===== src/fpe_pkg.sv =====
// Purpose: Shared constants and types for the flash page erase-program control.
// Assumes: 250 MHz mclk; byte-wide special-function register port.
// Notes:   All offsets, codes, flag positions and timing counts live here.
package fpe_pkg;

   // Special-function register addresses.
   localparam logic [7:0] ADDR_CMD_STATUS = 8'hE4;
   localparam logic [7:0] ADDR_ADDR_LOW   = 8'hE5;
   localparam logic [7:0] ADDR_ADDR_HIGH  = 8'hE6;
   localparam logic [7:0] ADDR_DATA_IN    = 8'hE7;

   // Command codes.
   localparam logic [7:0] CMD_LOAD          = 8'h00;
   localparam logic [7:0] CMD_ERASE_PROGRAM = 8'h68;

   // Status flag positions and reset values.
   localparam int         FLAG_OI  = 0;
   localparam int         FLAG_SV  = 1;
   localparam int         FLAG_HVE = 2;
   localparam int         FLAG_HVA = 3;
   localparam logic [3:0] STATUS_RESET = 4'h0;
   localparam logic [7:0] ADDR_RESET   = 8'h00;

   // Page geometry.
   localparam int PAGE_BYTES = 64;
   localparam int PTR_W      = 6;

   // Timing: each phase lasts 2 ms.
   localparam real CLK_MHZ     = 250.0;
   localparam real PHASE_MS    = 2.0;
   localparam int  PHASE_CYCLES = int'(PHASE_MS * 1000.0 * CLK_MHZ);

   typedef enum logic [1:0] {
      FPE_IDLE    = 2'b00,
      FPE_ERASE   = 2'b01,
      FPE_PROGRAM = 2'b10
   } fpe_state_t;

   // One write strobe towards the flash array.
   typedef struct packed {
      logic [13:0] addr;
      logic [7:0]  data;
   } fpe_flash_wr_t;

endpackage

===== src/fpe_ctrl.sv =====
// Purpose: Byte-granular erase-program sequencer for a 64-byte code flash page.
// Assumes: Core reaches the four registers by sfr_* strobes on mclk.
// Notes:   The flash macro performs the actual charge work per strobe.
`timescale 1ns/100ps
module fpe_ctrl
   import fpe_pkg::*;
#(
   parameter int PHASE_LEN = PHASE_CYCLES
) (
   // Clock and reset.
   input  wire logic          mclk,
   input  wire logic          rst,
   // Special-function register port.
   input  wire logic          sfr_wr,
   input  wire logic          sfr_rd,
   input  wire logic [7:0]    sfr_addr,
   input  wire logic [7:0]    sfr_wdata,
   output logic [7:0]         sfr_rdata,
   // System conditions.
   input  wire logic          irq_pending,
   input  wire logic          bod_enabled,
   input  wire logic          bod_trip,
   input  wire logic          hv_fault,
   input  wire logic          page_secured,
   output logic               cpu_hold,
   // External two-wire programmer path, already decoded.
   input  wire logic          icp_active,
   input  wire logic          icp_erase,
   input  wire logic          icp_wr,
   input  wire logic [13:0]   icp_addr,
   input  wire logic [7:0]    icp_data,
   // Flash array side.
   output logic               flash_erase,
   output logic               flash_prog,
   output fpe_flash_wr_t      flash_wr
);

   // The strobe is kept outside so that every caller names it and sees it change.
   function automatic logic hit(input logic [7:0] a, input logic [7:0] ref_a);
      hit = (a == ref_a);
   endfunction

   logic [7:0]          flash_addr_low;
   logic [7:0]          flash_addr_high;
   logic [7:0]          page_buf [PAGE_BYTES];
   logic [PAGE_BYTES-1:0] upd_flag;
   logic [3:0]          status;
   fpe_state_t          state;
   logic [31:0]         tmr;
   logic [PTR_W-1:0]    idx;
   logic                cmd_wr;
   logic                data_wr;
   logic                irq_s1, irq_s2, bod_s1, bod_s2, hvf_s1, hvf_s2;
   logic                start_ok;
   logic                busy;
   logic                phase_done;
   logic                abort_req;

   assign cmd_wr     = sfr_wr && hit(sfr_addr, ADDR_CMD_STATUS);
   assign data_wr    = sfr_wr && hit(sfr_addr, ADDR_DATA_IN);
   assign abort_req  = irq_s2 || bod_s2 || hvf_s2;
   assign busy       = (state != FPE_IDLE);
   assign phase_done = (tmr == 32'(PHASE_LEN - 1));
   assign start_ok   = cmd_wr && (sfr_wdata == CMD_ERASE_PROGRAM) && !page_secured;
   assign cpu_hold   = busy;

   // Pins from outside the clock domain pass two flip-flops.
   always_ff @(posedge mclk) begin
      irq_s1 <= irq_pending;
      irq_s2 <= irq_s1;
      bod_s1 <= bod_trip;
      bod_s2 <= bod_s1;
      hvf_s1 <= hv_fault;
      hvf_s2 <= hvf_s1;
   end

   always_ff @(posedge mclk) begin
      if (rst) begin
         flash_addr_low  <= ADDR_RESET;
         flash_addr_high <= ADDR_RESET;
      end else if (!busy) begin
         if (sfr_wr && hit(sfr_addr, ADDR_ADDR_HIGH)) begin
            flash_addr_high <= sfr_wdata;
         end
         if (sfr_wr && hit(sfr_addr, ADDR_ADDR_LOW)) begin
            flash_addr_low <= sfr_wdata;
         end else if (data_wr) begin
            flash_addr_low[PTR_W-1:0] <= flash_addr_low[PTR_W-1:0] + 6'h01;
         end
      end
   end

   // load clears buffer; other codes ignored
   always_ff @(posedge mclk) begin
      if (rst) begin
         upd_flag <= '0;
      end else if (cmd_wr && !busy && sfr_wdata == CMD_LOAD) begin
         upd_flag <= '0;
      end else if (data_wr && !busy) begin
         upd_flag[flash_addr_low[PTR_W-1:0]] <= 1'b1;
      end
   end

   genvar g;
   generate
      for (g = 0; g < PAGE_BYTES; g++) begin : g_buf
         always_ff @(posedge mclk) begin
            if (rst) begin
               page_buf[g] <= 8'h00;
            end else if (cmd_wr && !busy && sfr_wdata == CMD_LOAD) begin
               page_buf[g] <= 8'h00;
            end else if (data_wr && !busy && flash_addr_low[PTR_W-1:0] == PTR_W'(g)) begin
               page_buf[g] <= sfr_wdata;
            end
         end
      end
   endgenerate

   always_ff @(posedge mclk) begin
      if (rst) begin
         state <= FPE_IDLE;
         tmr   <= 32'h0;
      end else begin
         case (state)
            FPE_IDLE: begin
               tmr <= 32'h0;
               if (start_ok && !icp_active && bod_enabled) begin
                  state <= FPE_ERASE;
               end
            end
            FPE_ERASE, FPE_PROGRAM: begin
               if (abort_req) begin
                  state <= FPE_IDLE;
               end else if (phase_done) begin
                  tmr   <= 32'h0;
                  state <= (state == FPE_ERASE) ? FPE_PROGRAM : FPE_IDLE;
               end else begin
                  tmr <= tmr + 32'h1;
               end
            end
            default: state <= FPE_IDLE;
         endcase
      end
   end

   // Status flags: set wins over the clearing command write.
   always_ff @(posedge mclk) begin
      if (rst) begin
         status <= STATUS_RESET;
      end else begin
         if (cmd_wr && !busy) begin
            status <= STATUS_RESET;
         end
         if (cmd_wr && !busy && sfr_wdata == CMD_ERASE_PROGRAM && page_secured) begin
            status[FLAG_SV] <= 1'b1;
         end
         if (start_ok && !busy && !bod_enabled) begin
            status[FLAG_HVA] <= 1'b1;
         end
         if (hvf_s2) begin
            status[FLAG_HVE] <= 1'b1;
         end
         if (busy && irq_s2) begin
            status[FLAG_OI] <= 1'b1;
         end
         if (busy && (irq_s2 || bod_s2)) begin
            status[FLAG_HVA] <= 1'b1;
         end
      end
   end

   // walk every byte; strobe only flagged bytes
   // The walk restarts with each phase so the program pass sees every location.
   always_ff @(posedge mclk) begin
      if (rst || !busy || phase_done) begin
         idx <= '0;
      end else if (idx != PTR_W'(PAGE_BYTES - 1)) begin
         idx <= idx + 6'h01;
      end
   end

   // Array strobes: one byte per cycle at the start of each phase.
   always_ff @(posedge mclk) begin
      if (rst) begin
         flash_erase <= 1'b0;
         flash_prog  <= 1'b0;
         flash_wr    <= '0;
      end else if (busy && !abort_req && upd_flag[idx] && tmr < 32'(PAGE_BYTES)) begin
         flash_erase <= (state == FPE_ERASE);
         flash_prog  <= (state == FPE_PROGRAM);
         flash_wr    <= {flash_addr_high[5:0], flash_addr_low[7:6], idx, page_buf[idx]};
      end else if (!busy && icp_active && (icp_wr || icp_erase)) begin
         flash_erase <= icp_erase;
         flash_prog  <= icp_wr;
         flash_wr    <= {icp_addr, icp_data};
      end else begin
         flash_erase <= 1'b0;
         flash_prog  <= 1'b0;
      end
   end

   always_ff @(posedge mclk) begin
      if (rst) begin
         sfr_rdata <= 8'h00;
      end else if (sfr_rd) begin
         case (sfr_addr)
            ADDR_CMD_STATUS: sfr_rdata <= {4'h0, status};
            ADDR_ADDR_LOW:   sfr_rdata <= flash_addr_low;
            ADDR_ADDR_HIGH:  sfr_rdata <= flash_addr_high;
            default:         sfr_rdata <= 8'h00;
         endcase
      end
   end

endmodule


===== config.mk =====
export PLATFORM = sky130hd
export DESIGN_NAME = fpe_ctrl
export DESIGN_NICKNAME = d
export VERILOG_FILES = /design/src/fpe_pkg.sv /design/src/fpe_ctrl.sv
export SDC_FILE = /design/constraint.sdc
export NUM_CORES = 1
export LEC_CHECK = 0
export ABC_AREA = 1
export BUFFER_PORTS_ARGS = -buffer_cell sky130_fd_sc_hd__buf_2
export CELL_PAD_IN_SITES_DETAIL_PLACEMENT = 0
export CELL_PAD_IN_SITES_GLOBAL_PLACEMENT = 1
export CORE_ASPECT_RATIO = 0.9
export CORE_UTILIZATION = 52
export DETAILED_ROUTE_END_ITERATION = 6
export PLACE_DENSITY = 0.86
export SLEW_MARGIN = 20
export SYNTH_ARGS = -nofsm -noshare
export SYNTH_HDL_FRONTEND = slang
export SYNTH_SLANG_ARGS = --single-unit

===== constraint.sdc =====
create_clock -name mclk -period 4.9 [get_ports mclk]
set_clock_uncertainty 0.1 [all_clocks]
set_input_delay 0.245 -clock mclk [delete_from_list [all_inputs] [get_ports mclk]]
set_output_delay 0.245 -clock mclk [all_outputs]
set_load 0.02 [all_outputs]

Word level (Yosys, flattened, before mapping)
Memories as Yosys holds them, arrays and structs flattened. A register that Yosys moved wholly into a read port is not among the register bits.
Index checks and enable logic that the tools add are counted.
{"block": "op_classes", "bitwise_logic": 130, "n_reduce_logical": 115, "n_addsub": 3, "n_lt_le_gt_ge": 4, "n_mux": 418, "eq_ne": 75}
{"operator": "$mux W8", "n": 128}
{"operator": "$mux W1", "n": 272}
{"operator": "$eq A6 B6 Y1 const B", "n": 32}
{"operator": "$or A1 B1 Y1", "n": 128}
{"operator": "$eq A6 B5 Y1 const B", "n": 16}
{"operator": "$logic_and A1 B1 Y1", "n": 87}
{"operator": "$mux W32", "n": 2}
{"operator": "$or A64 B64 Y64", "n": 1}
{"operator": "$pmux W32 S2", "n": 1}
{"operator": "$eq A6 B4 Y1 const B", "n": 8}
{"operator": "$mux W22", "n": 2}
{"operator": "$add A32 B1 Y32 const B", "n": 1}
{"operator": "$eq A32 B19 Y1 const B", "n": 1}
{"operator": "$eq A8 B8 Y1 const B", "n": 4}
{"operator": "$lt A32 B7 Y1 const B", "n": 1}
{"operator": "$eq A6 B3 Y1 const B", "n": 4}
{"operator": "$mux W6", "n": 4}
{"operator": "$pmux W8 S3", "n": 1}
{"operator": "$lt A6 B7 Y1 const B", "n": 2}
{"operator": "$reduce_bool A2 Y1", "n": 7}
{"operator": "$add A6 B1 Y6 const B", "n": 2}
{"operator": "$eq A6 B2 Y1 const B", "n": 2}
{"operator": "$reduce_and A2 Y1", "n": 5}
{"operator": "$eq A8 B7 Y1 const B", "n": 1}
{"operator": "other kinds (20)", "n": 33}
{"block": "word_totals", "output_inout_bits": 33, "mem_count": 1, "reg_bits": 162, "wordCells": 768, "inputBits": 50, "ramBits": 512}
{"memory": "page_buf", "depth": 64, "width": 8, "read_ports": 1, "rd_ports_with_merged_regs": 1, "wr": 64, "line": "fpe_ctrl.sv:45", "text": "logic [7:0] page_buf [PAGE_BYTES];"}

Logic depth before layout (Yosys ltp)
{"block": "logic_depth", "word_depth": 9, "mapped_depth": 17, "ltp_nobuf": 14}

Worst setup path after synthesis
No wires, ideal clock.
{"block": "synth_path", "kind": "reg2reg", "startpoint": "register state[0]", "endpoint": "memory page_buf[45][1], enable pin", "path_stages_with_launch": 12, "setup_slack_ns": 2.246, "setup_time_ns": 0.384, "arrival_time_ns": 2.170, "period_less_slack_ns": 2.654, "n_path_buf": 1, "t_required_ns": 4.416, "path_cell_list": "dfxtp_1 -> inv_1 -> ha_1 -> buf_2 -> nand2_1 -> inv_1 -> nand3_2 -> inv_1 -> nand2_1 -> nor2_1 -> inv_1 -> o21ai_0"}
{"element": "from (decl)", "line": "fpe_ctrl.sv:48", "text": "fpe_state_t state;"}
{"element": "from (signal assigned)", "line": "fpe_ctrl.sv:136", "text": "state <= (state == FPE_ERASE) ? FPE_PROGRAM : FPE_IDLE;"}
{"element": "to (decl)", "line": "fpe_ctrl.sv:45"}

==> results by group <==
Synthesis
  – Post-Syn Nets: around 3.7k
  – Synth top area share: roughly half
  – EDFF count, synth: between 500 and 600
  – Post-synth top area cell: edfxtp_1
  – Top post-synthesis cells by area: edfxtp_1, nand2_1, dfxtp_1
  – Register bit total from synthesis: 680
  – Cells after Synth: roughly 3.6k
  – Sequential-to-total area share from yosys stat: between 50% and 60%
  – Synthesis Warnings: 0
  – Area of the mapped netlist: roughly 31000 sq um
  – Avg Inst Size Synth: 8.66 sq um
  – Most used DFF post-synth: edfxtp_1
  – Unique masters post-synth: 40
  – Post-synth ARST share: 0%

Detailed routing
  – Routed vias: 26.2k
  – Final ANT Viol Nets: 0
  – DRC violation total after the first TritonRoute iteration: about 3.2k
  – First-pass iteration count of the detailed router: 6
  – Wirelength, routed: approximately 95 mm
  – Routed len/inst: around 21 um
  – # DRC: 0
  – DR vias/cell: just under 6

Cells and area
  – Share of post-route cells with drive strength above 1: under 10%
  – Ant diodes: 0
  – FF/Latch Area: about 19000 sq um
  – Fin nets: 3700
  – Layout Area Growth over Synthesis: 11.8%
  – Fill cells: slightly above 5k
  – Area of the multi-input gates: between 10000 and 15000 sq um

Die
  – Die height: around 240 um
  – Initial Utilization: between 50% and 60%
  – Die X: around 260 um
  – Ports: 83
  – Cell row count: 85
  – DIE AREA: 61300 sq um
  – Core area: around 60000 sq um

Critical path
  – Top cell family by delay on the critical path: simple AND/OR/NAND/NOR gates
  – Critical Path Fanout Max: 9
  – CP startpoint: state[0]
  – Critical path class: reg -> reg
  – CP peak stage delay: approximately 0.88 ns
  – CP max stage cell: o21ai_0
  – Startpoint Class: register
  – Reg-to-Reg Start: state[0]
  – CP Capture Type: register
  – Critical path buffers and inverters: 4
  – Critical Path RT: slightly above 5 ns
  – WP data arrival: slightly below 4 ns
  – Cell mode on critical path: inv_1
  – Cell Chain, Critical Path: inv_1 > ha_1 > nand2_1 > inv_1 > nand3_2 > inv_1 > nand2_1 > nor2_1 > inv_1 > o21ai_0

Timing
  – Final period utilization: between 70% and 80%
  – FMAX: approximately 0.27 GHz
  – Post-route setup TNS: 0 ns
  – Max-slew violations: 0
  – Relative slew slack: between 20% and 30%
  – Hold Vio Cnt, Final: 0
  – RSZ-0062 raised after global routing: false
  – Setup Viol. Count Final: 0
  – Least-Margin Pin Slew: 1.14 ns
  – Final min period: 3.69 ns

Clock network
  – Clk Tree Root Cell: clkbuf_16
  – Post-CTS resize count: 0
  – Setup Fix Bufs, Post-CTS: 0
  – TritonCTS Buffers: 70
  – CTS sink cnt: 680
  – CTS clk-pin slew, worst paths: roughly 0.060 ns
  – Clk Latency, worst-skew pair: about 0.63 ns
  – CTS tree: done
  – Clock Tree Buf Depth: 3
  – H-tree lvl count: 3

Status
  – Status: complete, no violations

Pwr
  – Leak Pwr: ~14 nW
  – PwrDens: ~420 nW/um^2
  – Power, Total: between 0.01 and 0.015 W
  – Maximum VDD drop: between 0.3 and 0.4 mV

Global route
  – Total track usage: 30.8%
  – Number of global-route vias before repair: roughly 25k
  – First-pass GRT wire length: 144 mm
  – Initial antenna violation count: 2
  – Largest net degree at the start of global routing: 121
  – Overflow after GRT: 0

Hold path
  – HP Class: in -> reg
  – HP Start: rst

Placed design
  – Global placer's final weighted congestion: 1.05
  – Hpwl dp: about 60 mm
  – I/O Buffers: 82

Job
  – Max Cap Viol: 0
==> logic make-up after synthesis <==
logic type | synth area share (%)
compound gates | 5.21
simple gates | 29.3
fa+ha+maj | 0.359
flops | 59.7
buf+inv | 5.08
xor+xnor | 0.363
==> synthesized netlist by cell type (all sizes together), types with 2 or more instances <==
| cell type | count |
|---|---|
| inv | 173 |
| dfxtp | 168 |
| edfxtp | 512 |
| nor3 | 31 |
| nand2 | 930 |
| or2 | 7 |
| a31oi | 5 |
| nand3b | 2 |
| nand3 | 553 |
| nor4 | 9 |
| buf | 68 |
| and3 | 3 |
| clkbuf | 168 |
| nand4 | 20 |
| o31ai | 4 |
| ha | 9 |
| o211ai | 24 |
| xor2 | 12 |
| a21oi | 162 |
| nor2 | 649 |
| o22ai | 7 |
| o221ai | 2 |
| o21ai | 99 |
==> worst register-to-register path: stages (launching register included) <==
cell	delay, ns
dfxtp_1	0.32
inv_1	0.10
ha_1	0.34
nand2_1	0.20
inv_1	0.13
nand3_2	0.21
inv_1	0.26
nand2_1	0.19
nor2_1	0.33
inv_1	0.26
o21ai_0	0.88
==> flip-flops by register name, indices dropped and copies added (netlist names), 2 cells and up, named ones only <==
| signal | count |
|---|---|
| flash_wr | 22 |
| upd_flag | 64 |
| state | 2 |
| status | 4 |
| flash_addr_high | 8 |
| tmr | 32 |
| idx | 6 |
| sfr_rdata | 8 |
| page_buf | 512 |
| flash_addr_low | 8 |
==> placed cells by master, fill, tap and decap left out, types with 13 or more instances in the layout <==
master	netlist	layout
o21ai_1	0	16
dlygate4sd3_1	0	41
o21ai_0	99	83
o211ai_1	24	24
nand2_1	930	930
nand3_1	551	551
nor2_1	647	646
buf_4	6	55
nor3_1	25	25
inv_1	168	158
edfxtp_1	512	512
dfxtp_1	168	165
a21oi_1	161	161
buf_2	26	82
nand4_1	19	19
clkbuf_16	0	74
clkinv_2	0	13
inv_2	5	13
==> path summary, 6_finish.rpt <==
path                                         to  slack [ns]  cells after the start
worst max-delay path            page_buf[25][3]        1.21                     10
worst min-delay path                    tmr[31]        0.08                      2
worst max register to register  page_buf[25][3]        1.21                     10
worst min register to register           irq_s2        0.23                      0
==> where the power goes <==
group          internal [W]  switching [W]
logic              0.000661        0.00197
registers           0.00639       0.000126
clock network       0.00321        0.00226
total                0.0103        0.00435
==> routing by layer <==
metal | share of wire, % | track usage [%]
met3 | 9.9 | 6.02
met1 | 41 | 42.4
met5 | 0.024 | 0
met2 | 46 | 48.1
met4 | 4.0 | 12.0
==> through the flow <==
| stage | utilization [%] | setup WS [ns] | instances | instance area (sq um) | hold WS [ns] |
|---|---|---|---|---|---|
| floorplan | - | 2.25 | 3623 | 31400 | 0.173 |
| global placement | 54.1 | 1.15 | 4311 | 32300 | 0.220 |
| detailed placement | 54.1 | 1.05 | 4311 | 32300 | 0.226 |
| CTS | 58.7 | 1.05 | 4473 | 35100 | 0.0625 |
| global route | 58.7 | 0.930 | 4473 | 35100 | 0.0984 |
| finish | 58.7 | 1.21 | 4473 | 35100 | 0.0819 |
==> what timing repair did <==
action,in CTS,in global routing
endpoints found under the setup margin,0,0
hold buffers,41,0
hold endpoints to repair,53,0
==> area by class of cell <==
type | instances | area share [%]
flip-flops and latches | 680 | 53.4
clock buffers | 89 | 5.61
multi-input cells | 2533 | 31.5
inverters | 174 | 1.88
clock inverters | 32 | 1.02
repair buffers | 182 | 3.74
well taps | 783 | 2.79
Power figures use the tool's default switching activity.
